### config.mk
export PLATFORM = sky130hd
export DESIGN_NAME = seg_top
export DESIGN_NICKNAME = d
export VERILOG_FILES = /design/src/hdl/seg_pkg.sv /design/src/hdl/seg_top.sv /design/src/hdl/seg_ecc_gen.sv /design/src/hdl/seg_sync.sv
export SDC_FILE = /design/constraint.sdc
export NUM_CORES = 1
export LEC_CHECK = 0
export BUFFER_PORTS_ARGS = -buffer_cell sky130_fd_sc_hd__buf_2
export CAP_MARGIN = 20
export CORE_MARGIN = 2
export CORE_UTILIZATION = 50
export CTS_CLUSTER_SIZE = 30
export DETAILED_ROUTE_END_ITERATION = 10
export GPL_ROUTABILITY_DRIVEN = 0
export PLACE_DENSITY = 0.85
export SETUP_SLACK_MARGIN = 0.4
export SLEW_MARGIN = 20
export SYNTH_ARGS = -nofsm -noshare
export SYNTH_HDL_FRONTEND = slang
export SYNTH_HIERARCHICAL = 1
export SYNTH_SLANG_ARGS = --single-unit
### constraint.sdc
create_clock -name I_CLK -period 2.45 [get_ports I_CLK]
set_clock_uncertainty 0.15 [all_clocks]
set_input_delay 0.1225 -clock I_CLK [delete_from_list [all_inputs] [get_ports I_CLK]]
set_output_delay 0.1225 -clock I_CLK [all_outputs]
set_load 0.1 [all_outputs]
### src/hdl/seg_pkg.sv
package seg_pkg;
  localparam int ADDR_W = 24;
  localparam int DATA_W = 16;
  localparam int ECC_W = 6;
  localparam int REG_W = 8;
  localparam int AV_ADDR_W = 6;
  localparam logic [AV_ADDR_W-1:0] OFS_STAT = 6'h00;
  localparam logic [AV_ADDR_W-1:0] OFS_IE = 6'h04;
  localparam logic [AV_ADDR_W-1:0] OFS_IF = 6'h08;
  localparam logic [AV_ADDR_W-1:0] OFS_PTRH = 6'h1c;
  localparam logic [AV_ADDR_W-1:0] OFS_PTRM = 6'h20;
  localparam logic [AV_ADDR_W-1:0] OFS_PTRL = 6'h24;
  localparam logic [AV_ADDR_W-1:0] OFS_DDH = 6'h30;
  localparam logic [AV_ADDR_W-1:0] OFS_DDL = 6'h34;
  localparam logic [AV_ADDR_W-1:0] OFS_DE = 6'h38;
  localparam logic [AV_ADDR_W-1:0] OFS_CMD = 6'h3c;
  localparam int BIT_RD = 0;
  localparam int BIT_WR = 1;
  localparam int BIT_RR = 7;
  localparam int BIT_FLAG = 0;
  localparam logic [ADDR_W-1:0] PTR_IMPL_MASK = 24'hfffffe;
  localparam logic [DATA_W-1:0] ECC_MASK [ECC_W] = '{16'h443f, 16'h13c7, 16'he1d1,
                                                       16'hee60, 16'h3e8a, 16'h993c};
  localparam logic [ADDR_W-1:0] PTR_RST = 24'h000000;
  localparam logic [DATA_W-1:0] WORD_RST = 16'h0000;
  localparam logic [ECC_W-1:0] ECC_RST = 6'h00;
  localparam logic [31:0] UNMAPPED_DATA = 32'h00000000;
  typedef enum logic [1:0] {ST_IDLE, ST_REQ, ST_WAIT} seg_state_t;
endpackage : seg_pkg

### src/hdl/seg_top.sv
// Chosen here: the register offsets and register access over Avalon-MM.
`timescale 1ns/1ps
module seg_top (
  input wire logic I_CLK,
  input wire logic I_ARST_N,
  input wire logic I_CE,
  // Avalon-MM slave
  input wire logic [seg_pkg::AV_ADDR_W-1:0] I_AVS_ADDRESS,
  input wire logic I_AVS_READ,
  input wire logic I_AVS_WRITE,
  input wire logic [31:0] I_AVS_WRITEDATA,
  input wire logic [3:0] I_AVS_BYTEENABLE,
  output logic [31:0] O_AVS_READDATA,
  output logic O_AVS_WAITREQUEST,
  // Chip mode and ECC datapath status
  input wire logic I_SPECIAL_MODE,
  input wire logic I_MEM_READY,
  input wire logic I_SINGLE_ERR,
  // Memory debug port
  output logic O_DBG_REQ,
  output logic O_DBG_WE,
  output logic [seg_pkg::ADDR_W-1:0] O_DBG_ADDR,
  output logic [seg_pkg::DATA_W-1:0] O_DBG_WDATA,
  output logic [seg_pkg::ECC_W-1:0] O_DBG_WECC,
  input wire logic I_DBG_GNT,
  input wire logic I_DBG_DONE,
  input wire logic [seg_pkg::DATA_W-1:0] I_DBG_RDATA,
  input wire logic [seg_pkg::ECC_W-1:0] I_DBG_RECC,
  // Datapath control and interrupt
  output logic O_REPAIR_DISABLE,
  output logic O_IRQ
);
  import seg_pkg::*;

  typedef struct packed {
    logic ack;
    logic [31:0] rdata;
    logic irq_en;
    logic flag;
    logic [ADDR_W-1:0] ptr;
    logic [DATA_W-1:0] word;
    logic [ECC_W-1:0] ecc;
    logic rep_dis;
    logic cmd_wr;
    logic cmd_rd;
    seg_state_t state;
    logic irq;
  } seg_top_t;

  seg_top_t st_ff;
  seg_top_t nxt_st;
  logic special_s;
  logic ready_s;
  logic req;
  logic wr_hit;
  logic [REG_W-1:0] wb;
  logic [ECC_W-1:0] gen_ecc;

  // Mode pin and initialisation status come from outside the clock domain
  seg_sync u_sync_mode (
    .i_clk(I_CLK),
    .i_arst_n(I_ARST_N),
    .i_ce(I_CE),
    .i_d(I_SPECIAL_MODE),
    .o_q(special_s)
  );

  seg_sync u_sync_rdy (
    .i_clk(I_CLK),
    .i_arst_n(I_ARST_N),
    .i_ce(I_CE),
    .i_d(I_MEM_READY),
    .o_q(ready_s)
  );

  // Generated check bits for the staged word, visible at the status word
  seg_ecc_gen u_ecc (
    .i_data(st_ff.word),
    .o_ecc(gen_ecc)
  );

  assign req = I_AVS_READ | I_AVS_WRITE;
  assign wr_hit = I_AVS_WRITE & I_AVS_BYTEENABLE[0] & ~st_ff.ack & I_CE;
  assign wb = I_AVS_WRITEDATA[REG_W-1:0];

  always_comb begin
    nxt_st = st_ff;
    if (I_CE) begin
      nxt_st.ack = req & ~st_ff.ack;
      if (req & ~st_ff.ack) begin
        // Read data stand until the next read completes; writes leave them
        if (I_AVS_READ) begin
          nxt_st.rdata = UNMAPPED_DATA;
          case (I_AVS_ADDRESS)
            OFS_STAT: begin
              nxt_st.rdata = {16'h0000, 2'b00, gen_ecc, 7'h00, ready_s};
            end
            OFS_IE: begin
              nxt_st.rdata[0] = st_ff.irq_en;
            end
            OFS_IF: begin
              nxt_st.rdata[BIT_FLAG] = st_ff.flag;
            end
            OFS_PTRH: begin
              nxt_st.rdata[REG_W-1:0] = st_ff.ptr[23:16];
            end
            OFS_PTRM: begin
              nxt_st.rdata[REG_W-1:0] = st_ff.ptr[15:8];
            end
            OFS_PTRL: begin
              nxt_st.rdata[REG_W-1:0] = st_ff.ptr[7:0];
            end
            OFS_DDH: begin
              nxt_st.rdata[REG_W-1:0] = st_ff.word[15:8];
            end
            OFS_DDL: begin
              nxt_st.rdata[REG_W-1:0] = st_ff.word[7:0];
            end
            OFS_DE: begin
              nxt_st.rdata[ECC_W-1:0] = st_ff.ecc;
            end
            OFS_CMD: begin
              nxt_st.rdata[BIT_RR] = st_ff.rep_dis;
              nxt_st.rdata[BIT_WR] = st_ff.cmd_wr;
              nxt_st.rdata[BIT_RD] = st_ff.cmd_rd;
            end
            default: begin
              nxt_st.rdata = UNMAPPED_DATA;
            end
          endcase
        end
      end

      // Event sets after the clear so a same-cycle error is kept
      if (wr_hit && I_AVS_ADDRESS == OFS_IF && wb[BIT_FLAG]) begin
        nxt_st.flag = 1'b0;
      end
      if (I_SINGLE_ERR) begin
        nxt_st.flag = 1'b1;
      end

      if (wr_hit) begin
        case (I_AVS_ADDRESS)
          OFS_IE: begin
            nxt_st.irq_en = wb[0];
          end
          OFS_PTRH: begin
            nxt_st.ptr[23:16] = wb;
          end
          OFS_PTRM: begin
            nxt_st.ptr[15:8] = wb;
          end
          OFS_PTRL: begin
            nxt_st.ptr[7:0] = wb & PTR_IMPL_MASK[7:0];
          end
          OFS_DDH: begin
            nxt_st.word[15:8] = wb;
          end
          OFS_DDL: begin
            nxt_st.word[7:0] = wb;
          end
          OFS_DE: begin
            nxt_st.ecc = wb[ECC_W-1:0];
          end
          OFS_CMD: begin
            if (special_s) begin
              nxt_st.rep_dis = wb[BIT_RR];
              if (!st_ff.cmd_wr && !st_ff.cmd_rd) begin
                if (wb[BIT_WR]) begin
                  nxt_st.cmd_wr = 1'b1;
                end else if (wb[BIT_RD]) begin
                  nxt_st.cmd_rd = 1'b1;
                end
              end
            end
          end
          default: begin
            nxt_st.irq_en = st_ff.irq_en;
          end
        endcase
      end

      case (st_ff.state)
        ST_IDLE: begin
          if (st_ff.cmd_wr || st_ff.cmd_rd) begin
            nxt_st.state = ST_REQ;
          end
        end
        ST_REQ: begin
          // Lowest priority: arbiter grants only with no system access
          if (ready_s && I_DBG_GNT) begin
            nxt_st.state = ST_WAIT;
          end
        end
        ST_WAIT: begin
          if (I_DBG_DONE) begin
            nxt_st.state = ST_IDLE;
            if (st_ff.cmd_wr) begin
              nxt_st.cmd_wr = 1'b0;
            end else begin
              nxt_st.cmd_rd = 1'b0;
              nxt_st.word = I_DBG_RDATA;
              nxt_st.ecc = I_DBG_RECC;
            end
          end
        end
        default: begin
          nxt_st.state = ST_IDLE;
        end
      endcase

      nxt_st.irq = nxt_st.flag & nxt_st.irq_en;
    end
  end

  always_ff @(posedge I_CLK or negedge I_ARST_N) begin
    if (!I_ARST_N) begin
      st_ff <= '{ack: 1'b0, rdata: UNMAPPED_DATA, irq_en: 1'b0, flag: 1'b0,
                 ptr: PTR_RST, word: WORD_RST, ecc: ECC_RST, rep_dis: 1'b0,
                 cmd_wr: 1'b0, cmd_rd: 1'b0, state: ST_IDLE, irq: 1'b0};
    end else begin
      st_ff <= nxt_st;
    end
  end

  assign O_AVS_WAITREQUEST = req & ~st_ff.ack;
  assign O_AVS_READDATA = st_ff.rdata;
  assign O_DBG_REQ = (st_ff.state == ST_REQ) & ready_s;
  assign O_DBG_WE = st_ff.cmd_wr;
  assign O_DBG_ADDR = st_ff.ptr;
  assign O_DBG_WDATA = st_ff.word;
  assign O_DBG_WECC = st_ff.ecc;
  assign O_REPAIR_DISABLE = st_ff.rep_dis;
  assign O_IRQ = st_ff.irq;
endmodule : seg_top

### src/hdl/seg_ecc_gen.sv
`timescale 1ns/1ps
module seg_ecc_gen (
  input wire logic [seg_pkg::DATA_W-1:0] i_data,
  output logic [seg_pkg::ECC_W-1:0] o_ecc
);
  import seg_pkg::*;
  for (genvar g = 0; g < ECC_W; g++) begin : g_bit
    assign o_ecc[g] = ~(^(i_data & ECC_MASK[g]));
  end
endmodule : seg_ecc_gen

### src/hdl/seg_sync.sv
`timescale 1ns/1ps
module seg_sync (
  input wire logic i_clk,
  input wire logic i_arst_n,
  input wire logic i_ce,
  input wire logic i_d,
  output logic o_q
);
  typedef struct packed {
    logic s1;
    logic s2;
  } seg_sync_t;
  seg_sync_t st_ff;
  seg_sync_t nxt_st;
  always_comb begin
    nxt_st = st_ff;
    if (i_ce) begin
      nxt_st.s1 = i_d;
      nxt_st.s2 = st_ff.s1;
    end
  end
  always_ff @(posedge i_clk or negedge i_arst_n) begin
    if (!i_arst_n) begin
      st_ff <= '0;
    end else begin
      st_ff <= nxt_st;
    end
  end
  assign o_q = st_ff.s2;
endmodule : seg_sync

# After elaboration in Yosys (flattened, before gate mapping)
# Cells that the tools add are included.
totals:
  reg_bits: 90
  latch_bits: 0
  ram_bits: 0
  mem_bits_ro: 0
  in_bits: 74
  out_inout_bits: 83
  word_cells: 99
  n_memories: 0
classes:
  n_addsub: 0
  n_mul: 0
  div: 0
  magnitude_cmp: 0
  eq_ne: 14
  shifts: 0
  muxes: 32
  n_bitwise: 14
  reduce_logical: 21
op_table:
  columns: ["cell", "count"]
  rows:
  - ["$reduce_xor 16->1", 6]
  - ["$mux 22", 3]
  - ["$eq 6x6->1 const B", 6]
  - ["$mux 25", 1]
  - ["$pmux 4 s6", 1]
  - ["$mux 8", 2]
  - ["$mux 6", 2]
  - ["$reduce_and 3->1", 4]
  - ["$mux 1", 11]
  - ["$pmux 1 s9", 1]
  - ["$mux 2", 4]
  - ["$reduce_and 4->1", 2]
  - ["$not 1->1", 7]
  - ["$pmux 1 s7", 1]
  - ["$and 1x1->1", 6]
  - ["$eq 6x3->1 const B", 1]
  - ["$eq 6x4->1 const B", 1]
  - ["$eq 6x5->1 const B", 1]
  - ["$logic_not 6->1", 1]
  - ["$mux 3", 2]
  - ["$ne 2x2->1 const B", 3]
  - ["$pmux 1 s6", 1]
  - ["$pmux 2 s3", 1]
  - ["$pmux 1 s5", 1]
  - ["8 further kinds", 12]

# Logic depth before layout (Yosys ltp)
depth:
  depth_word: 9
  mapped_depth: 7
  ltp_nobuf: 5

# Hierarchy
# The synthesis kept the hierarchy.
modules_own_cells:
  columns: ["mod", "n_inst", "cells_each", "area_per_inst_um2", "seq_area_each_um2"]
  rows:
  - ["seg_top", 1, 393, 3860.0, 1701.6]
  - ["seg_ecc_gen", 1, 29, 282.8, 0.0]
  - ["seg_sync", 2, 4, 72.6, 50.0]

# Worst setup path after synthesis
# OpenSTA, ideal clock, no wires.
synth_path:
  path_type: "flip-flop to flip-flop"
  from: "register st_ff[86] (netlist bit)"
  to: "register st_ff[86] (netlist bit)"
  setup_ns: 0.074
  t_arrival_ns: 2.017
  required_time_ns: 2.226
  setup_slack_ns: 0.209
  stages_incl_launch_ff: 3
  n_path_buf: 0
  synth_period_minus_slack_ns: 2.241
  cell_sequence: "dfrtp_1 -> nor2_1 -> mux2_2"
synth_via:
  elab_chain_cells: 2
synth_lines:
  columns: ["element", "line", "rtl"]
  rows:
  - ["start: declaration", "seg_top.sv:50", "seg_top_t st_ff;"]
  - ["start signal: assignment", "seg_top.sv:218", "st_ff <= '{ack: 1'b0, rdata: UNMAPPED_DATA, irq_en: 1'b0, flag: 1'b0,"]
  - ["start signal: assignment", "seg_top.sv:222", "st_ff <= nxt_st;"]
  - ["$not 1->1", null, null]
  - ["$and 1x1->1", null, null]
  - ["net O_AVS_WAITREQUEST", "seg_top.sv:14", "output logic O_AVS_WAITREQUEST,"]
# The timed path passes the listed nets, and every way through them passes these cells.
# A chain may end at the register's enable or synchronous reset.

# Final worst setup path
layout_path:
  from: "register st_ff[86] (netlist bit)"
  to: "register st_ff (netlist bit O_DBG_WDATA[14])"
layout_via:
  elab_chain_cells: 7
layout_lines:
  columns: ["element", "line", "rtl"]
  rows:
  - ["$not 1->1 *", "seg_top.sv:83", "assign wr_hit = I_AVS_WRITE & I_AVS_BYTEENABLE[0] & ~st_ff.ack & I_CE;"]
  - ["$and 1x1->1 * (2 in series)", "seg_top.sv:83", null]
  - ["$mux 25 *", "seg_top.sv:142", "if (wr_hit) begin"]
  - ["$mux 22", "seg_top.sv:198", "if (st_ff.cmd_wr) begin"]
  - ["$mux 22", "seg_top.sv:196", "if (I_DBG_DONE) begin"]
  - ["$mux 22 *", "seg_top.sv:183", "case (st_ff.state)"]
# Mark *: on every way between the ends. The rest lies on a longest branch, timed or not.

==> metrics.md <==
| Metric | Value |
|---|---|
| Cells after Synth | `430` |
| Placed Instances | `between 500 and 600` |
| Detailed Route Iter0 Violations | `570` |
| Initial antenna violation count | `2` |
| Top cells by area in the synthesized netlist | `dfrtp_1 (42%), buf_4 (14%), mux2_2 (7.4%)` |
| Clk Tree Root Cell | `clkbuf_8` |
| Worst-Skew Late Latency | `between 0.3 and 0.4 ns` |
| Maximum VDD drop | `just under 500 µV` |
| Antenna Nets Post-Route | `0` |
| Filler Cell Count | `611` |
| Highest Clock Rate | `approximately 500 MHz` |
| Slew HR | `~39%` |
| Largest net degree at the start of global routing | `39` |
| Pwr Density | `~1200 nW/µm²` |
| Critical setup path kind | `flop to flop` |
| Critical path data arrival time | `slightly above 2 ns` |
| Count leader, synth | `buf_4` |
| Core area | `around 8300 µm²` |
| DIE AREA | `around 9300 µm²` |
| Post-route insts no fill | `approximately 640` |
| CP Launch Type | `flop` |
| Routed length per placed instance | `~20 µm` |
| Vias | `between 3000 and 4000` |
| Post-Syn Area | `between 4000 and 5000 µm²` |
| Nets | `597` |
| TritonCTS clock tree | `done` |
| DRC errors left | `0` |
| EDFF count, synth | `0` |
| HP Class | `input pin to flop` |
| Buf/Inv on CP | `0` |
| CP max stage cell | `dfrtp_1` |
| Crit path top cell by count | `nor2_1` |
| Dpl hpwl | `~8300 µm` |
| Prevailing post-synth register cell | `dfrtp_1` |
| Final Hold Viols | `0` |
| Async set or reset register ratio after synthesis | `100%` |
| Crit-path cells | `nand4b_1, nor2_1, nand2_1, o32ai_1, nor2_1` |
| Final WL | `12600 µm` |
| Library cells used by synthesis | `56` |
| First-pass GRT wire length | `19300 µm` |
| Post-synthesis register bit count | `between 70 and 80` |
| Setup TNS | `0 ns` |
| CP max stage delay | `0.43 ns` |
| Vias per inst | `between 6 and 7` |
| Vias in the first global route | `3654` |
| Critical Path RT | `2.53 ns` |
| FF/Latch Area | `1800 µm²` |
| Post-CTS setup repair buffer count | `0` |
| RSZ-0062 raised after global routing | `true` |
| Final setup vio count | `0` |
| Top Family by Delay on Critical Path | `simple AND/OR/NAND/NOR gates` |
| Share of cells above drive strength 1 | `33.1%` |
| Global-route usage over all layers | `26.0%` |
| Crit path time final | `1.99 ns` |
| Footprint of the multi-input gates | `about 1900 µm²` |
| Leak | `between 2 and 3 nW` |
| Tcrit/Tclk final | `81.4%` |
| Synth top area share | `~42%` |
| Max Cap Viol | `0` |
| I/O Pins | `roughly 160` |
| Total grt overflow | `0` |
| Die Y-Extent | `96.6 µm` |
| Cell taking the most area after synthesis | `dfrtp_1` |
| CTS clk-pin slew, worst paths | `0.08 ns` |
| Num CTS Buffers | `9` |
| Crit. End Element | `flop` |
| Slew Viols, Final | `0` |
| Port Buffers | `between 100 and 150` |
| Die span in x | `96.6 µm` |
| Starting Density | `roughly 52%` |
| Num rows | `33` |
| Layout area overhead | `18.3%` |
| TritonCTS Sinks | `between 70 and 80` |
| Drt first pass iters | `7` |
| Measured slew at the worst slew-check pin | `just over 0.9 ns` |
| Status | `complete, no violations` |
| Syn Area/Cell | `around 10 µm²` |
| Clock tree buffer depth | `2` |
| CP max FO | `6` |
| Seq/Total Area, Yosys | `between 40% and 50%` |
| Synth top cells by count | `buf_4 (78), dfrtp_1 (72), nor2_1 (53)` |
| Ys Warns | `6` |
| CTS H-Tree Depth | `3` |
-- power breakdown --
group          leakage, nW  switching (W)  internal (W)
sequential           0.943       0.000311       0.00139
combinational         1.47        0.00228      0.000855
clock                0.106       0.000462      0.000600
total                 2.52        0.00306       0.00285
-- cells by family (layout without fill, tap and decap cells) --
family / count (synthesis) / count (layout) / synth area share (%)
compound gates: 74 / 74 / 12.3
mux: 38 / 38 / 9.69
simple gates: 116 / 116 / 13.5
xor+xnor: 29 / 29 / 6.59
buf+inv: 100 / 180 / 15.8
other cells: 1 / 21 / 0.0875
flops: 72 / 72 / 42.0
-- flip-flops by register name, summed over array words and instances (netlist names) --
register	count
O_DBG_WE	1
u_sync_rdy/st_ff	1
O_IRQ	1
O_DBG_WECC	6
u_sync_mode/st_ff	1
u_sync_mode/o_q	1
u_sync_rdy/o_q	1
O_DBG_WDATA	16
O_REPAIR_DISABLE	1
O_DBG_ADDR	23
st_ff	6
O_AVS_READDATA	14
-- per-stage QoR --
step | power (W) | setup slack [ns] | instance area [µm²] | util [%] | hold WS, ns
6_report | 0.00590 | 0.456 | 5070 | 61.4 | 0.0105
4_1_cts | 0.00583 | 0.440 | 5060 | 61.3 | 0.00371
2_1_floorplan | 0.00453 | 0.507 | 4360 | - | -0.323
3_3_place_gp | 0.00470 | 0.407 | 4490 | 54.3 | 0.128
5_1_grt | 0.00608 | 0.379 | 5070 | 61.4 | 0.0592
3_5_place_dp | 0.00474 | 0.346 | 4490 | 54.3 | 0.135
-- cells in the final DEF (no fill, tap or decap), types with 2 or more instances in the layout --
| cell type | netlist | final |
|---|---|---|
| buf_2 | 0 | 110 |
| dfrtp_1 | 72 | 71 |
| nor2_1 | 53 | 52 |
| dlygate4sd3_1 | 0 | 35 |
| mux2_2 | 28 | 28 |
| xnor2_1 | 24 | 24 |
| nand2_1 | 23 | 23 |
| o22ai_1 | 19 | 19 |
| conb_1 | 1 | 19 |
| mux2i_1 | 10 | 10 |
| clkbuf_8 | 0 | 10 |
| inv_1 | 9 | 9 |
| o21ai_0 | 9 | 9 |
| a22o_1 | 9 | 9 |
| buf_4 | 78 | 9 |
| a21oi_1 | 8 | 8 |
| a211oi_1 | 6 | 6 |
| nor2b_1 | 5 | 5 |
| nand3_1 | 5 | 5 |
| nand2b_1 | 5 | 5 |
| a222oi_1 | 4 | 4 |
| nor4_1 | 3 | 3 |
| nor3_1 | 3 | 3 |
| xor2_1 | 3 | 3 |
| diode_2 | 0 | 2 |
| o21a_1 | 2 | 2 |
| nand4b_1 | 2 | 2 |
| o2bb2ai_1 | 2 | 2 |
| or3_1 | 3 | 2 |
| o221ai_1 | 2 | 2 |
| o32ai_1 | 2 | 2 |
| clkinvlp_4 | 0 | 2 |
| bufinv_16 | 0 | 2 |
-- worst reg2reg max path: cells and delay by family, from the launching register on --
| family | cells | cell delay, ns |
|---|---|---|
| simple gates | 4 | 0.99 |
| flops | 1 | 0.43 |
| compound gates | 1 | 0.32 |
-- cell type report --
class | count | share of cell area [%]
timing repair buffer | 155 | 19.5
tap | 105 | 2.59
sequential | 72 | 35.5
antenna | 2 | 0.0987
multi-input combinational | 276 | 37.2
clock inverter | 5 | 1.58
inverter | 9 | 0.666
clock buffer | 11 | 2.79
-- what timing repair did --
item | CTS | global route
hold buffers | 35 | 0
gates resized for setup | 0 | 2
hold endpoints to repair | 87 | 0
setup endpoints to repair | 0 | 6
-- final timing paths --
path	slack, ns	from	cells past startpoint	endpoint
worst max-delay path	0.46	st_ff[86]$_DFFE_PN0P_	5	O_DBG_WDATA[14]$_DFFE_PN0P_
worst max register to register	0.46	st_ff[86]$_DFFE_PN0P_	5	O_DBG_WDATA[14]$_DFFE_PN0P_
max in group asynchronous	1.16	I_ARST_N	3	O_REPAIR_DISABLE$_DFFE_PN0P_
worst min register to register	0.33	O_AVS_READDATA[1]$_DFFE_PN0P_	2	O_AVS_READDATA[1]$_DFFE_PN0P_
worst min-delay path	0.01	I_AVS_READ	4	st_ff[86]$_DFFE_PN0P_
min in group asynchronous	0.29	I_ARST_N	2	u_sync_rdy/st_ff[1]$_DFFE_PN0P_
-- layer usage --
metal | global-route usage, % | wire length (µm) | share of wire (%) | up-vias
met1 | 31.2 | 4610 | 37 | 1815
li1 | - | - | - | 1600
met4 | 17.4 | 765 | 6.1 | 0
met2 | 41.0 | 5850 | 46 | 313
met5 | 0 | 0 | 0 | -
met3 | 6.72 | 1370 | 11 | 85
(Power assumes the default switching activity.)
